### config.mk
export PLATFORM = sky130hd
export DESIGN_NAME = tfg_top
export DESIGN_NICKNAME = d
export VERILOG_FILES = /design/src/tfg_pkg.sv /design/src/tfg_prediv.sv /design/src/tfg_top.sv
export SDC_FILE = /design/constraint.sdc
export NUM_CORES = 1
export LEC_CHECK = 0
export BUFFER_PORTS_ARGS = -buffer_cell sky130_fd_sc_hd__buf_4
export CORE_ASPECT_RATIO = 0.9
export CORE_MARGIN = 2
export CORE_UTILIZATION = 40
export CTS_CLUSTER_SIZE = 24
export DETAILED_ROUTE_END_ITERATION = 8
export MAX_ROUTING_LAYER = met4
export PLACE_DENSITY = 0.73
export SYNTH_ARGS = -nofsm -noshare
export SYNTH_HDL_FRONTEND = slang
export SYNTH_SLANG_ARGS = --single-unit
### constraint.sdc
create_clock -name CLOCK -period 3.6 [get_ports CLOCK]
set_input_delay 0.36 -clock CLOCK [delete_from_list [all_inputs] [get_ports CLOCK]]
set_output_delay 0.36 -clock CLOCK [all_outputs]
set_load 0.03 [all_outputs]
### src/tfg_pkg.sv
// Purpose: Shared constants and types for the tone frequency generator and buzzer block
// Assumes: 20 MHz system clock, 32-bit AHB-Lite register access
// Notes:   Register offsets are byte addresses, one aligned word each
package tfg_pkg;

    ////////////////////////////////////////////////////////////////////////////
    // Timing
    localparam int CLOCK_HZ       = 20000000;
    localparam int PH0_HZ         = 32768;
    // Tap counter steps at twice the tap-zero rate so that bit n is tap n
    localparam int PH_TICK_CYCLES = CLOCK_HZ / (2 * PH0_HZ);
    localparam int TAP_COUNT      = 16;

    ////////////////////////////////////////////////////////////////////////////
    // Register byte offsets
    localparam logic [7:0] ADDR_CLK_SRC    = 8'h00;
    localparam logic [7:0] ADDR_PRESET_REG = 8'h04;
    localparam logic [7:0] ADDR_PRESET_IDX = 8'h08;
    localparam logic [7:0] ADDR_PRESET_IMM = 8'h0c;
    localparam logic [7:0] ADDR_BUZ_MIX    = 8'h10;
    localparam logic [7:0] ADDR_PIN_CFG    = 8'h14;
    localparam logic [7:0] ADDR_STATUS     = 8'h18;

    ////////////////////////////////////////////////////////////////////////////
    // Field positions
    localparam int DUTY_LSB     = 8;
    localparam int ACC_LSB      = 4;
    localparam int ENV_LSB      = 3;
    localparam int ENV_TAP_BASE = 10;
    localparam int ST_RUN_BIT   = 10;
    localparam int ST_GOUT_BIT  = 11;
    localparam int ST_BZ_BIT    = 12;
    localparam int ST_PEND_BIT  = 13;

    ////////////////////////////////////////////////////////////////////////////
    // Encodings
    typedef enum logic [1:0] {
        SRC_PH0  = 2'b00,
        SRC_PH1  = 2'b01,
        SRC_PH2  = 2'b10,
        SRC_BASE = 2'b11
    } tfg_src_type;

    typedef enum logic [1:0] {
        DUTY_QUARTER = 2'b00,
        DUTY_THIRD   = 2'b01,
        DUTY_HALF    = 2'b10,
        DUTY_FULL    = 2'b11
    } tfg_duty_type;

    typedef enum logic [2:0] {
        CAR_OFF  = 3'b000,
        CAR_PH3  = 3'b001,
        CAR_PH4  = 3'b010,
        CAR_PH5  = 3'b011,
        CAR_GENERATOR_OUTPUT = 3'b100
    } tfg_carrier_type;

    typedef enum logic [0:0] {
        GEN_IDLE = 1'b0,
        GEN_RUN  = 1'b1
    } tfg_gen_type;

    ////////////////////////////////////////////////////////////////////////////
    // Reset values
    localparam tfg_src_type  RST_SRC  = SRC_PH0;
    localparam tfg_duty_type RST_DUTY = DUTY_QUARTER;
    localparam logic [7:0]   RST_N    = 8'h00;

    ////////////////////////////////////////////////////////////////////////////
    // State carriers
    typedef struct packed {
        logic [8:0]  div;
        logic [15:0] cnt;
    } tfg_prediv_state_type;

    typedef struct packed {
        logic            a_valid;
        logic            a_write;
        logic [7:0]      a_addr;
        logic [31:0]     hrdata;
        logic            hreadyout;
        tfg_src_type     src;
        logic            pin_sel;
        tfg_carrier_type carrier;
        logic [5:0]      env;
        tfg_gen_type     gen_state;
        logic [7:0]      n_act;
        tfg_duty_type    duty_act;
        logic [7:0]      n_pend;
        tfg_duty_type    duty_pend;
        logic            pend_valid;
        logic [7:0]      dcnt;
        logic [1:0]      phase;
        logic            gout;
        logic            gtick;
        logic            idx_wait;
        logic [7:0]      idx_ptr;
        tfg_duty_type    idx_duty;
        logic            bz_t;
        logic            bz_i;
        logic            pin_b3;
        logic            pin_b4;
    } tfg_top_state_type;

endpackage : tfg_pkg

### src/tfg_prediv.sv
// Purpose: Pre-divider producing tap levels and one-cycle rising-edge enables
// Assumes: Runs on the single system clock, synchronous-released reset
// Notes:   Tap rates are approximate since 20 MHz is not a power-of-two multiple
`timescale 1ns/1ps
module tfg_prediv
    import tfg_pkg::*;
(
    // Clock and reset
    input  wire logic                 clk,
    input  wire logic                 rst_n,
    // Taps
    output logic [TAP_COUNT-1:0]      tap_level,
    output logic [TAP_COUNT-1:0]      tap_rise
);

    tfg_prediv_state_type st;
    tfg_prediv_state_type nx;
    logic                 tick;

    ////////////////////////////////////////////////////////////////////////////
    // Base tick divider and tap counter
    assign tick = (st.div == 9'(PH_TICK_CYCLES - 1));

    always_comb
    begin
        nx = st;
        if (tick)
        begin
            nx.div = 9'h000;
            nx.cnt = st.cnt + 16'h0001;
        end
        else
        begin
            nx.div = st.div + 9'h001;
        end
    end

    always_ff @(posedge clk or negedge rst_n)
    begin
        if (!rst_n)
            st <= '0;
        else
            st <= nx;
    end

    assign tap_level = st.cnt;

    ////////////////////////////////////////////////////////////////////////////
    // A tap rises when all lower bits are set and it is still low
    assign tap_rise[0] = tick & ~st.cnt[0];

    genvar g;
    generate
        for (g = 1; g < TAP_COUNT; g++)
        begin : g_rise
            assign tap_rise[g] = tick & (&st.cnt[g-1:0]) & ~st.cnt[g];
        end
    endgenerate

endmodule : tfg_prediv

### src/tfg_top.sv
// Functional notes
// (RULE1) Output frequency is source over (N+1) times X
// (RULE2) Duty code 00 quarter, 01 third, 10 half, 11 full
// (RULE3) Register form: upper nibble accumulator, lower memory
// (RULE4) Indexed form loads all bits from table
// (RULE5) Immediate form loads all bits from operand
// (RULE6) Source select chooses the divider's clock input
// (RULE7) Preset loads scaling and duty, then starts
// (RULE8) Generator output offered as clock to others
// (RULE9) Buzzer pins are complementary while active
// (RULE10) Configuration puts buzzer on port B pins
// (RULE11) Carrier is one of three taps or generator
// (RULE12) Envelope is any combination of taps ten-fifteen
// (RULE13) Mix write sets carrier and envelope taps
// (RULE14) Pins stay low until mix enables output
// (RULE15) Program uses scaling of three for IR
// (RULE16) Program issues mix right after preset
// (RULE17) All-zero mix stops buzzer output
// (RULE18) Reset gives tap zero, quarter duty, inactive
// (RULE19) Down-counter reloads N, output spans X pulses
// (RULE20) Buzzer is carrier AND OR-ed envelope; the code passes the carrier alone when no envelope tap is set
// (RULE21) New preset takes effect at next reload
//
// Purpose: Tone frequency generator with buzzer output stage, AHB-Lite slave
// Assumes: Single 20 MHz clock; port B and table data come from the same clock
// Notes:   Zero-wait-state slave; all outputs are registered
//
// The address map and the AHB-Lite slave port were chosen for this implementation.
`timescale 1ns/1ps
module tfg_top
    import tfg_pkg::*;
(
    // Clock and reset
    input  wire logic        CLOCK,
    input  wire logic        RSTN,
    // AHB-Lite slave
    input  wire logic        HSEL,
    input  wire logic [31:0] HADDR,
    input  wire logic [1:0]  HTRANS,
    input  wire logic        HWRITE,
    input  wire logic [2:0]  HSIZE,
    input  wire logic [31:0] HWDATA,
    input  wire logic        HREADY,
    output logic [31:0]      HRDATA,
    output logic             HREADYOUT,
    output logic             HRESP,
    // Table memory lookup for the indexed preset
    output logic [7:0]       INDEX_POINTER,
    input  wire logic [7:0]  TABLE_DATA,
    // Generator clock offered to alarm, timers and converter counter
    output logic             GENERATOR_OUTPUT,
    output logic             GENERATOR_TICK,
    // Shared port B pins
    input  wire logic        PORT_B_BIT_THREE,
    input  wire logic        PORT_B_BIT_FOUR,
    output logic             PIN_B3_OUT,
    output logic             PIN_B4_OUT
);

    ////////////////////////////////////////////////////////////////////////////
    // Decoding helpers

    // Last phase index of an output period, i.e. X-1
    function automatic logic [1:0] duty_last(input tfg_duty_type d);
        case (d)
            DUTY_QUARTER: duty_last = 2'd3;
            DUTY_THIRD:   duty_last = 2'd2;
            DUTY_HALF:    duty_last = 2'd1;
            default:      duty_last = 2'd0;
        endcase
    endfunction : duty_last

    // Source-edge enable for the programmable divider
    function automatic logic src_pulse(input tfg_src_type s,
                                       input logic [TAP_COUNT-1:0] rise);
        case (s)
            SRC_PH0:  src_pulse = rise[0];
            SRC_PH1:  src_pulse = rise[1];
            SRC_PH2:  src_pulse = rise[2];
            default:  src_pulse = 1'b1;
        endcase
    endfunction : src_pulse

    ////////////////////////////////////////////////////////////////////////////
    // Reset release through two flops
    logic [1:0] rst_sync_q;
    logic       rst_n;

    always_ff @(posedge CLOCK or negedge RSTN)
    begin
        if (!RSTN)
            rst_sync_q <= 2'b00;
        else
            rst_sync_q <= {rst_sync_q[0], 1'b1};
    end

    assign rst_n = rst_sync_q[1];

    ////////////////////////////////////////////////////////////////////////////
    // Pre-divider taps
    logic [TAP_COUNT-1:0] tap_level;
    logic [TAP_COUNT-1:0] tap_rise;

    tfg_prediv u_prediv (
        .clk       (CLOCK),
        .rst_n     (rst_n),
        .tap_level (tap_level),
        .tap_rise  (tap_rise)
    );

    ////////////////////////////////////////////////////////////////////////////
    // State
    tfg_top_state_type st;
    tfg_top_state_type nx;
    logic              wr;
    logic              src_en;
    logic              preset_hit;
    logic [7:0]        preset_n;
    tfg_duty_type      preset_duty;
    logic [1:0]        next_phase;
    logic              car_lvl;
    logic              env_ok;
    logic              bz_active;
    logic              reload;

    assign wr     = st.a_valid && st.a_write;
    assign src_en = src_pulse(st.src, tap_rise);                          // RULE6
    assign reload = (st.gen_state == GEN_RUN) && src_en && (st.dcnt == 8'h00);

    // Read word chosen in the address phase so HRDATA comes from a flop
    function automatic logic [31:0] read_word(input logic [7:0] a,
                                              input tfg_top_state_type s);
        logic [31:0] w;
        w = 32'h0000_0000;
        case (a)
            ADDR_CLK_SRC:    w[1:0] = s.src;
            ADDR_PRESET_REG,
            ADDR_PRESET_IMM:
            begin
                w[7:0]                = s.n_act;
                w[DUTY_LSB+1:DUTY_LSB] = s.duty_act;
            end
            ADDR_PRESET_IDX:
            begin
                w[7:0]                = s.idx_ptr;
                w[DUTY_LSB+1:DUTY_LSB] = s.idx_duty;
            end
            ADDR_BUZ_MIX:
            begin
                w[2:0]               = s.carrier;
                w[ENV_LSB+5:ENV_LSB] = s.env;
            end
            ADDR_PIN_CFG:    w[0] = s.pin_sel;
            ADDR_STATUS:
            begin
                w[7:0]                = s.n_act;
                w[DUTY_LSB+1:DUTY_LSB] = s.duty_act;
                w[ST_RUN_BIT]         = (s.gen_state == GEN_RUN);
                w[ST_GOUT_BIT]        = s.gout;
                w[ST_BZ_BIT]          = s.bz_t;
                w[ST_PEND_BIT]        = s.pend_valid;
            end
            default:         w = 32'h0000_0000;
        endcase
        read_word = w;
    endfunction : read_word

    ////////////////////////////////////////////////////////////////////////////
    // Next-state logic
    always_comb
    begin
        nx          = st;
        nx.gtick    = 1'b0;
        preset_hit  = 1'b0;
        preset_n    = RST_N;
        preset_duty = RST_DUTY;
        next_phase  = 2'd0;

        // Address phase capture; every transfer answers OKAY with no wait
        if (HSEL && HREADY && HTRANS[1])
        begin
            nx.a_valid = 1'b1;
            nx.a_write = HWRITE;
            nx.a_addr  = HADDR[7:0];
            nx.hrdata  = HWRITE ? 32'h0000_0000 : read_word(HADDR[7:0], st);
        end
        else if (HREADY)
        begin
            nx.a_valid = 1'b0;
        end

        // Table word arrives one cycle after the pointer went out
        if (st.idx_wait)
        begin
            preset_hit  = 1'b1;
            preset_n    = TABLE_DATA;                                     // RULE4
            preset_duty = st.idx_duty;
            nx.idx_wait = 1'b0;
        end

        // Data phase writes
        if (wr)
        begin
            case (st.a_addr)
                ADDR_CLK_SRC:    nx.src = tfg_src_type'(HWDATA[1:0]);     // RULE6
                ADDR_PRESET_REG:
                begin
                    preset_hit  = 1'b1;
                    preset_n    = {HWDATA[ACC_LSB+3:ACC_LSB], HWDATA[3:0]}; // RULE3
                    preset_duty = tfg_duty_type'(HWDATA[DUTY_LSB+1:DUTY_LSB]);
                end
                ADDR_PRESET_IDX:
                begin
                    nx.idx_ptr  = HWDATA[7:0];                            // RULE4
                    nx.idx_duty = tfg_duty_type'(HWDATA[DUTY_LSB+1:DUTY_LSB]);
                    nx.idx_wait = 1'b1;
                end
                ADDR_PRESET_IMM:
                begin
                    preset_hit  = 1'b1;
                    preset_n    = HWDATA[7:0];                            // RULE5
                    preset_duty = tfg_duty_type'(HWDATA[DUTY_LSB+1:DUTY_LSB]);
                end
                ADDR_BUZ_MIX:
                begin
                    nx.carrier = tfg_carrier_type'(HWDATA[2:0]);          // RULE13
                    nx.env     = HWDATA[ENV_LSB+5:ENV_LSB];               // RULE13
                end
                ADDR_PIN_CFG:    nx.pin_sel = HWDATA[0];                  // RULE10
                default:         ;
            endcase
        end

        // Programmable divider and duty sequencer
        case (st.gen_state)
            GEN_IDLE:
            begin
                if (preset_hit)
                begin
                    nx.gen_state  = GEN_RUN;                              // RULE7
                    nx.n_act      = preset_n;
                    nx.duty_act   = preset_duty;
                    nx.dcnt       = preset_n;
                    nx.phase      = 2'd0;
                    nx.gout       = 1'b1;
                    nx.pend_valid = 1'b0;
                end
            end
            GEN_RUN:
            begin
                if (reload)
                begin
                    // One pulse per N+1 source edges
                    nx.gtick = 1'b1;                                      // RULE19
                    if (st.pend_valid)
                    begin
                        // Pending preset only lands here, so no runt period
                        nx.n_act      = st.n_pend;                        // RULE21
                        nx.duty_act   = st.duty_pend;
                        nx.dcnt       = st.n_pend;
                        nx.pend_valid = 1'b0;
                        nx.phase      = 2'd0;
                        nx.gout       = 1'b1;
                    end
                    else
                    begin
                        nx.dcnt = st.n_act;                               // RULE19
                        if (st.phase >= duty_last(st.duty_act))
                            next_phase = 2'd0;
                        else
                            next_phase = st.phase + 2'd1;
                        nx.phase = next_phase;                            // RULE1
                        nx.gout  = (st.duty_act == DUTY_FULL) || (next_phase == 2'd0); // RULE2
                    end
                end
                else if (src_en)
                begin
                    nx.dcnt = st.dcnt - 8'h01;
                end
                // Set after the clear so a preset in the reload cycle is kept
                if (preset_hit)
                begin
                    nx.n_pend     = preset_n;                             // RULE21
                    nx.duty_pend  = preset_duty;
                    nx.pend_valid = 1'b1;
                end
            end
            default:
            begin
                nx.gen_state = GEN_IDLE;
            end
        endcase

        // Buzzer carrier: exactly one source, invalid codes act as off
        case (st.carrier)
            CAR_PH3:  car_lvl = tap_level[3];                             // RULE11
            CAR_PH4:  car_lvl = tap_level[4];
            CAR_PH5:  car_lvl = tap_level[5];
            CAR_GENERATOR_OUTPUT: car_lvl = st.gout;
            default:  car_lvl = 1'b0;
        endcase
        bz_active = (st.carrier == CAR_PH3) || (st.carrier == CAR_PH4) ||
                    (st.carrier == CAR_PH5) || (st.carrier == CAR_GENERATOR_OUTPUT);  // RULE17

        // Envelope gates the carrier; none selected means unmodulated
        env_ok = (st.env == 6'h00) ||
                 (|(st.env & tap_level[ENV_TAP_BASE+5:ENV_TAP_BASE]));    // RULE12

        nx.bz_t = bz_active && car_lvl && env_ok;                         // RULE20
        nx.bz_i = bz_active && !nx.bz_t;                                  // RULE9

        // Shared pins take the buzzer pair when configured
        nx.pin_b3 = st.pin_sel ? nx.bz_i : PORT_B_BIT_THREE;              // RULE10
        nx.pin_b4 = st.pin_sel ? nx.bz_t : PORT_B_BIT_FOUR;               // RULE10
    end

    ////////////////////////////////////////////////////////////////////////////
    // State register; reset leaves tap zero, quarter duty, output idle
    always_ff @(posedge CLOCK or negedge rst_n)
    begin
        if (!rst_n)
        begin
            st           <= '0;
            st.src       <= RST_SRC;                                      // RULE18
            st.duty_act  <= RST_DUTY;                                     // RULE18
            st.n_act     <= RST_N;
            st.gen_state <= GEN_IDLE;
            st.carrier   <= CAR_OFF;                                      // RULE14
            st.hreadyout <= 1'b1;
        end
        else
        begin
            st <= nx;
        end
    end

    ////////////////////////////////////////////////////////////////////////////
    // Outputs, all straight from flops
    assign HRDATA           = st.hrdata;
    assign HREADYOUT        = st.hreadyout;
    assign HRESP            = 1'b0 & st.hreadyout;
    assign INDEX_POINTER    = st.idx_ptr;
    assign GENERATOR_OUTPUT = st.gout;                                    // RULE8
    assign GENERATOR_TICK   = st.gtick;                                   // RULE8
    assign PIN_B3_OUT       = st.pin_b3;
    assign PIN_B4_OUT       = st.pin_b4;

    ////////////////////////////////////////////////////////////////////////////
    // Checks
    chk_pins_complement: assert property (@(posedge CLOCK) disable iff (!rst_n) // RULE9
        $past(bz_active) |-> (st.bz_i == !st.bz_t))
        else $error("buzzer pins not complementary while active");

    chk_mix_off_low: assert property (@(posedge CLOCK) disable iff (!rst_n) // RULE17
        (st.carrier == CAR_OFF) [*2] |-> (!st.bz_t && !st.bz_i))
        else $error("buzzer pins not low with mix off");

    chk_imm_start: assert property (@(posedge CLOCK) disable iff (!rst_n) // RULE7
        (wr && st.a_addr == ADDR_PRESET_IMM && st.gen_state == GEN_IDLE && !st.idx_wait)
        |=> (st.gen_state == GEN_RUN) && (st.n_act == $past(HWDATA[7:0])) && st.gout)
        else $error("immediate preset did not start generator");

    chk_reg_nibbles: assert property (@(posedge CLOCK) disable iff (!rst_n) // RULE3
        (wr && st.a_addr == ADDR_PRESET_REG && st.gen_state == GEN_RUN)
        |=> st.pend_valid && (st.n_pend == {$past(HWDATA[7:4]), $past(HWDATA[3:0])}))
        else $error("register preset nibbles misplaced");

    chk_table_load: assert property (@(posedge CLOCK) disable iff (!rst_n) // RULE4
        (st.idx_wait && !wr && st.gen_state == GEN_IDLE)
        |=> (st.n_act == $past(TABLE_DATA)) && (st.gen_state == GEN_RUN))
        else $error("table word not loaded");

    chk_reload_value: assert property (@(posedge CLOCK) disable iff (!rst_n) // RULE19
        reload |=> st.gtick && (st.dcnt == ($past(st.pend_valid) ? $past(st.n_pend)
                                                                 : $past(st.n_act))))
        else $error("divider reload value wrong");

    chk_pend_hold: assert property (@(posedge CLOCK) disable iff (!rst_n) // RULE21
        (st.pend_valid && !reload) |=> st.pend_valid && $stable(st.n_act))
        else $error("preset applied before reload");

    chk_phase_bound: assert property (@(posedge CLOCK) disable iff (!rst_n) // RULE1
        (st.gen_state == GEN_RUN) |-> (st.phase <= duty_last(st.duty_act)))
        else $error("duty phase out of range");

    chk_full_high: assert property (@(posedge CLOCK) disable iff (!rst_n) // RULE2
        (reload && !st.pend_valid && st.duty_act == DUTY_FULL) |=> st.gout)
        else $error("full duty output dropped low");

    chk_idle_quiet: assert property (@(posedge CLOCK) disable iff (!rst_n) // RULE18
        (st.gen_state == GEN_IDLE) |-> (!st.gout && !st.gtick))
        else $error("idle generator output active");

    chk_pin_route: assert property (@(posedge CLOCK) disable iff (!rst_n) // RULE10
        st.pin_sel |=> (PIN_B4_OUT == st.bz_t) && (PIN_B3_OUT == st.bz_i))
        else $error("buzzer pair not routed to port B pins");

endmodule : tfg_top

* Word level (Yosys, flattened, before mapping)
Cells that the tools add are included.
** Operators by class
- Multiplexer cells :: 46
- Equality and inequality tests :: 26
- Bitwise gates (word level) :: 10
- Add/subtract/negate cells :: 4
- Magnitude comparators :: 1
- Reductions and logical operators :: 35
** Operator list (count)
- two-way mux 11 bit :: 4
- equality test 8 x 5 -> 1 bit (second input constant) :: 5
- two-way mux 8 bit :: 5
- equality test 8 x 4 -> 1 bit (second input constant) :: 4
- logical NOT 8 bit :: 3
- case mux 12 bit (2 select lines) :: 1
- case mux 7 bit (3 select lines) :: 1
- two-way mux 10 bit :: 2
- two-way mux 2 bit :: 10
- case mux 10 bit (2 select lines) :: 1
- AND reduction 2 bit :: 9
- adder 16 x 1 -> 16 bit (second input constant) :: 1
- equality test 8 x 3 -> 1 bit (second input constant) :: 2
- two-way mux 14 bit :: 1
- two-way mux 12 bit :: 1
- two-way mux 1 bit :: 11
- adder 9 x 1 -> 9 bit (second input constant) :: 1
- equality test 9 bit (second input constant) :: 1
- two-way mux 9 bit :: 1
- logical AND 1 bit :: 8
- two-way mux 4 bit :: 2
- case mux 1 bit (4 select lines) :: 2
- subtractor 8 x 1 -> 8 bit (second input constant) :: 1
- bitwise AND 6 bit :: 1
- other kinds (25) :: 44
** Storage, ports and cells
- Register bits after elaboration :: 129
- Output and inout bits :: 46

* Longest topological paths before layout
- Depth after elaboration :: 18
- Gate-level depth with buffers :: 9
- Depth with buffers taken out :: 7

* Modules after synthesis
From an unflattened synthesis, not the netlist that was laid out.
** Unflattened totals
- Cells, all modules :: 616
- Area total of the unflattened synthesis :: 6112.1 um^2
** By module, submodules not included
- tfg_top :: area each 4618.2 um^2, times used 1, cells an instance 473, sequential area each 2152.1 um^2
- tfg_prediv :: area each 1493.9 um^2, times used 1, cells an instance 143, sequential area each 625.6 um^2

* Worst setup path before layout
Ideal clock, no wire load.
- Path type :: register -> register
- Start :: register u_prediv.st[16] (netlist bit)
- End :: register st[39] (netlist bit)
- Required time :: 3475 ps
- Cell stages (with the launch flop) :: 9
- Path slack :: 1380 ps
- Setup time :: 125 ps
- Data arrival time :: 2095 ps
- Clock period less this slack :: 2220 ps
- Path through :: dfrtp_1 inv_1 ha_1 and4_1 clkbuf_1 a41oi_4 a211oi_4 a31oi_4 mux2_2
** Between the ends
- Word-level cells in the longest chain between the ends :: 8
** RTL lines
- start: declaration :: RTL line tfg_prediv.sv:16 : tfg_prediv_state_type st;
- start signal: assignment :: RTL line tfg_prediv.sv:43 : st <= nx;
- equality test 9 bit * :: RTL line tfg_prediv.sv:22 : assign tick = (st.div == 9'(PH_TICK_CYCLES - 1));
- bitwise AND 1 bit (2 in a row) :: RTL line tfg_prediv.sv:56 : assign tap_rise[g] = tick & (&st.cnt[g-1:0]) & ~st.cnt[g];
- case mux 1 bit (3 select lines) * :: RTL line tfg_top.sv:76 : case (s)
- logical AND 1 bit * (2 in a row) :: RTL line tfg_top.sv:128 : assign reload = (st.gen_state == GEN_RUN) && src_en && (st.dcnt == 8'h00);
- != test 2 x 1 -> 1 bit (no source line) *
- AND reduction 3 bit (no source line) *
- end signal: assignment :: RTL line tfg_top.sv:333 : st <= nx;
- end: declaration :: RTL line tfg_top.sv:113 : tfg_top_state_type st;
Mark *: on every way between the ends. The rest lies on a longest branch, timed or not.
A chain may end at the register's enable or synchronous reset.

* Final worst setup path
- Start :: register st[99] (netlist bit)
- End :: register st[43] (netlist bit)
** Between the ends
- Word-level cells in the longest chain between the ends :: 6
** RTL lines
- equality test 8 x 4 -> 1 bit or equality test 8 x 3 -> 1 bit (tied branches) :: RTL line tfg_top.sv:204 : case (st.a_addr)
- OR reduction 2 bit (no source line) *
- two-way mux 8 bit or two-way mux 1 bit (tied branches) :: RTL line tfg_top.sv:204
- two-way mux 8 bit or two-way mux 1 bit (tied branches) :: RTL line tfg_top.sv:202 : if (wr)
- two-way mux 11 bit or != test 2 bit (tied branches)
- case mux 10 bit (2 select lines) or AND reduction 3 bit (tied branches)
Mark *: on every way between the ends. The rest lies on a longest branch, timed or not. The select of a mux whose other input is x is not followed.

==> results.toml <==
[status]
outcome = "finished clean"

[setup_path]
end_kind = "register"
start_kind = "register"
crit_type = "reg -> reg"
arrival_ns = 2.81
crit_fanout = 10
cp_data_required_time_ns = 3.84

[power]
p_leak_nw = 3.04
ir_drop_mv = 0.277
power_density_nw_per_um2 = 429

[global_route]
antenna_found_initial = 1
grt_first_pass_wirelength_mm = 20.8
overflow = 0
grt_usage_pct = 17.8
grt_pass1_vias = 4008
grt_max_degree = 71

[sta]
slew_headroom_pct = 38.6
post-route-period-util_pct = 71.6
hold_viol = 0
holdWs_ns = 0.209
worst_slack_ns = 1.02
fmax_mhz = 388
rsz0062_at_grt = "no"
min_period_ns = 2.58
slew_viol_final = 0
setup_viol = 0
setup_tns_ns = 0
worst_pin_slew_ns = 0.921
finClkSkew_ns = 0.00668

[yosys]
syn_avg_cell_area_sq_um = 11.0
syn_inst = 524
synth.most_common_cell = "dfrtp_1"
async_reset_ff_share_pct = 100
yosys-top-cells-area = "dfrtp_1, mux2_2, buf_4"
synthFlopType = "dfrtp_1"
synth_warnings = 0
syn_area_sq_um = 5780
synth_edf_count = 0
synth_seq_cells = 111
synth.top_cell.area_share_pct = 48.1
ys_seq_area_share_pct = 48.1
synthDistinctLibCells = 59
synth_top_area_cell = "dfrtp_1"
synth_common_cells = "dfrtp_1, mux2_2, nand2_1"

[hold_path]
hold_path.class = "in -> reg"

[die]
dieArea_sq_um = 15400
fp.dieH_um = 118
ios = 130
chipWidth_um = 131
core_area_sq_um = 14100
rows = 41
start_util_pct = 41.1

[placed_design]
place_congestion = 0.911
io_buffers = 59
pre_cts_ws_ns = 1.04
dp_hpwl_mm = 9.48
placement.cell_area_sq_um = 6200

[detailed_routing]
wl_per_cell_um = 17.2
first_pass_iters = 5
via_per_inst = 5.39
vias = 4087
drt_iter0_drc = 278
remaining_drc_errors = 0
ant_nets = 0
routed_wirelength_mm = 13.0

[clocking]
cts_made_buffers = 9
cts-resized-gates = 0
post-cts-setup-buffers = 0
cts.reportedPaths.clkPinSlew_ns = 0.07
clock-sinks = 111
tritoncts = "yes"
clock_latency_ns = 0.35
cts_root_buffer = "clkbuf_16"
cts_hold_buf = 1
clk_path_buf_depth = 2
cts_max_level = 3

[final_layout]
syn_to_final_growth_pct = 12.4
drive_gt1_share_pct = 26.6
fillerInstances = 1307
post-route-util_pct = 46.2
num-nets-final = 650
fin_area_sq_um = 6500

[flow_run]
drv_cap = 0
## power by group
part / leakage [nW] / internal [W] / total (W) / switching (W)
Combinational: 1.45 / 0.000185 / 0.000377 / 0.000192
Sequential: 1.45 / 0.00133 / 0.00145 / 0.000120
Clock: 0.135 / 0.000534 / 0.000962 / 0.000428
## sequential cells by signal (all words and copies together), names as in the netlist
name / flops
st: 58
u_prediv.tap_level: 16
HRDATA: 14
u_prediv.st: 9
INDEX_POINTER: 8
rst_sync_q: 2
GENERATOR_OUTPUT: 1
GENERATOR_TICK: 1
PIN_B3_OUT: 1
PIN_B4_OUT: 1
## stage by stage
step	cells	total power [W]
4_1_cts	757	0.00281
2_1_floorplan	543	0.00174
6_report	758	0.00279
3_3_place_gp	741	0.00182
3_5_place_dp	741	0.00185
5_1_grt	758	0.00292
## cell families after synthesis
group	after synthesis	synth area share, %
AOI/OAI and AO/OA	75	11.0
xor gates and xnor gates	27	4.09
adders and majority gates	6	1.30
buffers and inverters	81	8.05
DFF	111	48.1
muxes	76	14.4
other	2	0.130
and+or+nand+nor	146	12.9
## area by class of cell
class | count | area, sq um | share of cell area (%)
Sequential cell | 111 | 2780 | 42.8
Multi-Input combinational cell | 351 | 2610 | 40.2
Timing Repair Buffer | 66 | 498 | 7.67
Tap cell | 193 | 241 | 3.72
Clock buffer | 11 | 233 | 3.58
Inverter | 21 | 78.8 | 1.21
Clock inverter | 4 | 47.5 | 0.732
Antenna cell | 1 | 2.50 | 0.0385
## cells in the final DEF (no fill, tap or decap), types with 6 or more instances in the layout
cell type / instances
clkbuf_16: 9
nor2_1: 27
conb_1: 21
nor3_1: 11
o21ai_1: 7
dfrtp_1: 110
o21ai_0: 7
nand2_1: 50
a22o_1: 18
a222oi_1: 7
nand3_1: 17
xnor2_1: 17
inv_1: 21
buf_4: 65
xor2_1: 10
ha_1: 6
mux2_2: 58
mux2i_1: 18
## final timing paths
check / startpoint / to / slack [ns] / cells past startpoint
worst max-delay path: st[99] / st[43] / 1.02 / 5
worst min-delay path: HREADY / st[103] / 0.21 / 2
worst max register to register: st[99] / st[43] / 1.02 / 5
worst min register to register: rst_sync_q[0] / rst_sync_q[1] / 0.35 / 0
max in group asynchronous: rst_sync_q[1] / u_prediv.tap_level[2] / 2.32 / 1
min in group asynchronous: RSTN / rst_sync_q[1] / 0.32 / 2
## worst max-delay path, stage by stage (launching register included)
cell	delay, ns
dfrtp_1	0.42
nor4_1	0.51
nand3_1	0.63
mux2i_1	0.33
mux2_2	0.32
mux2_2	0.25
## layer usage
layer	vias to the layer above	GRT usage (%)	part of all wire (%)
met5	-	-	0
met4	0	4.85	1.2
met3	13	3.73	5.8
met2	126	27.3	47
met1	2059	24.0	46
li1	1889	-	-
No activity file was read; power rests on OpenSTA's default activity.
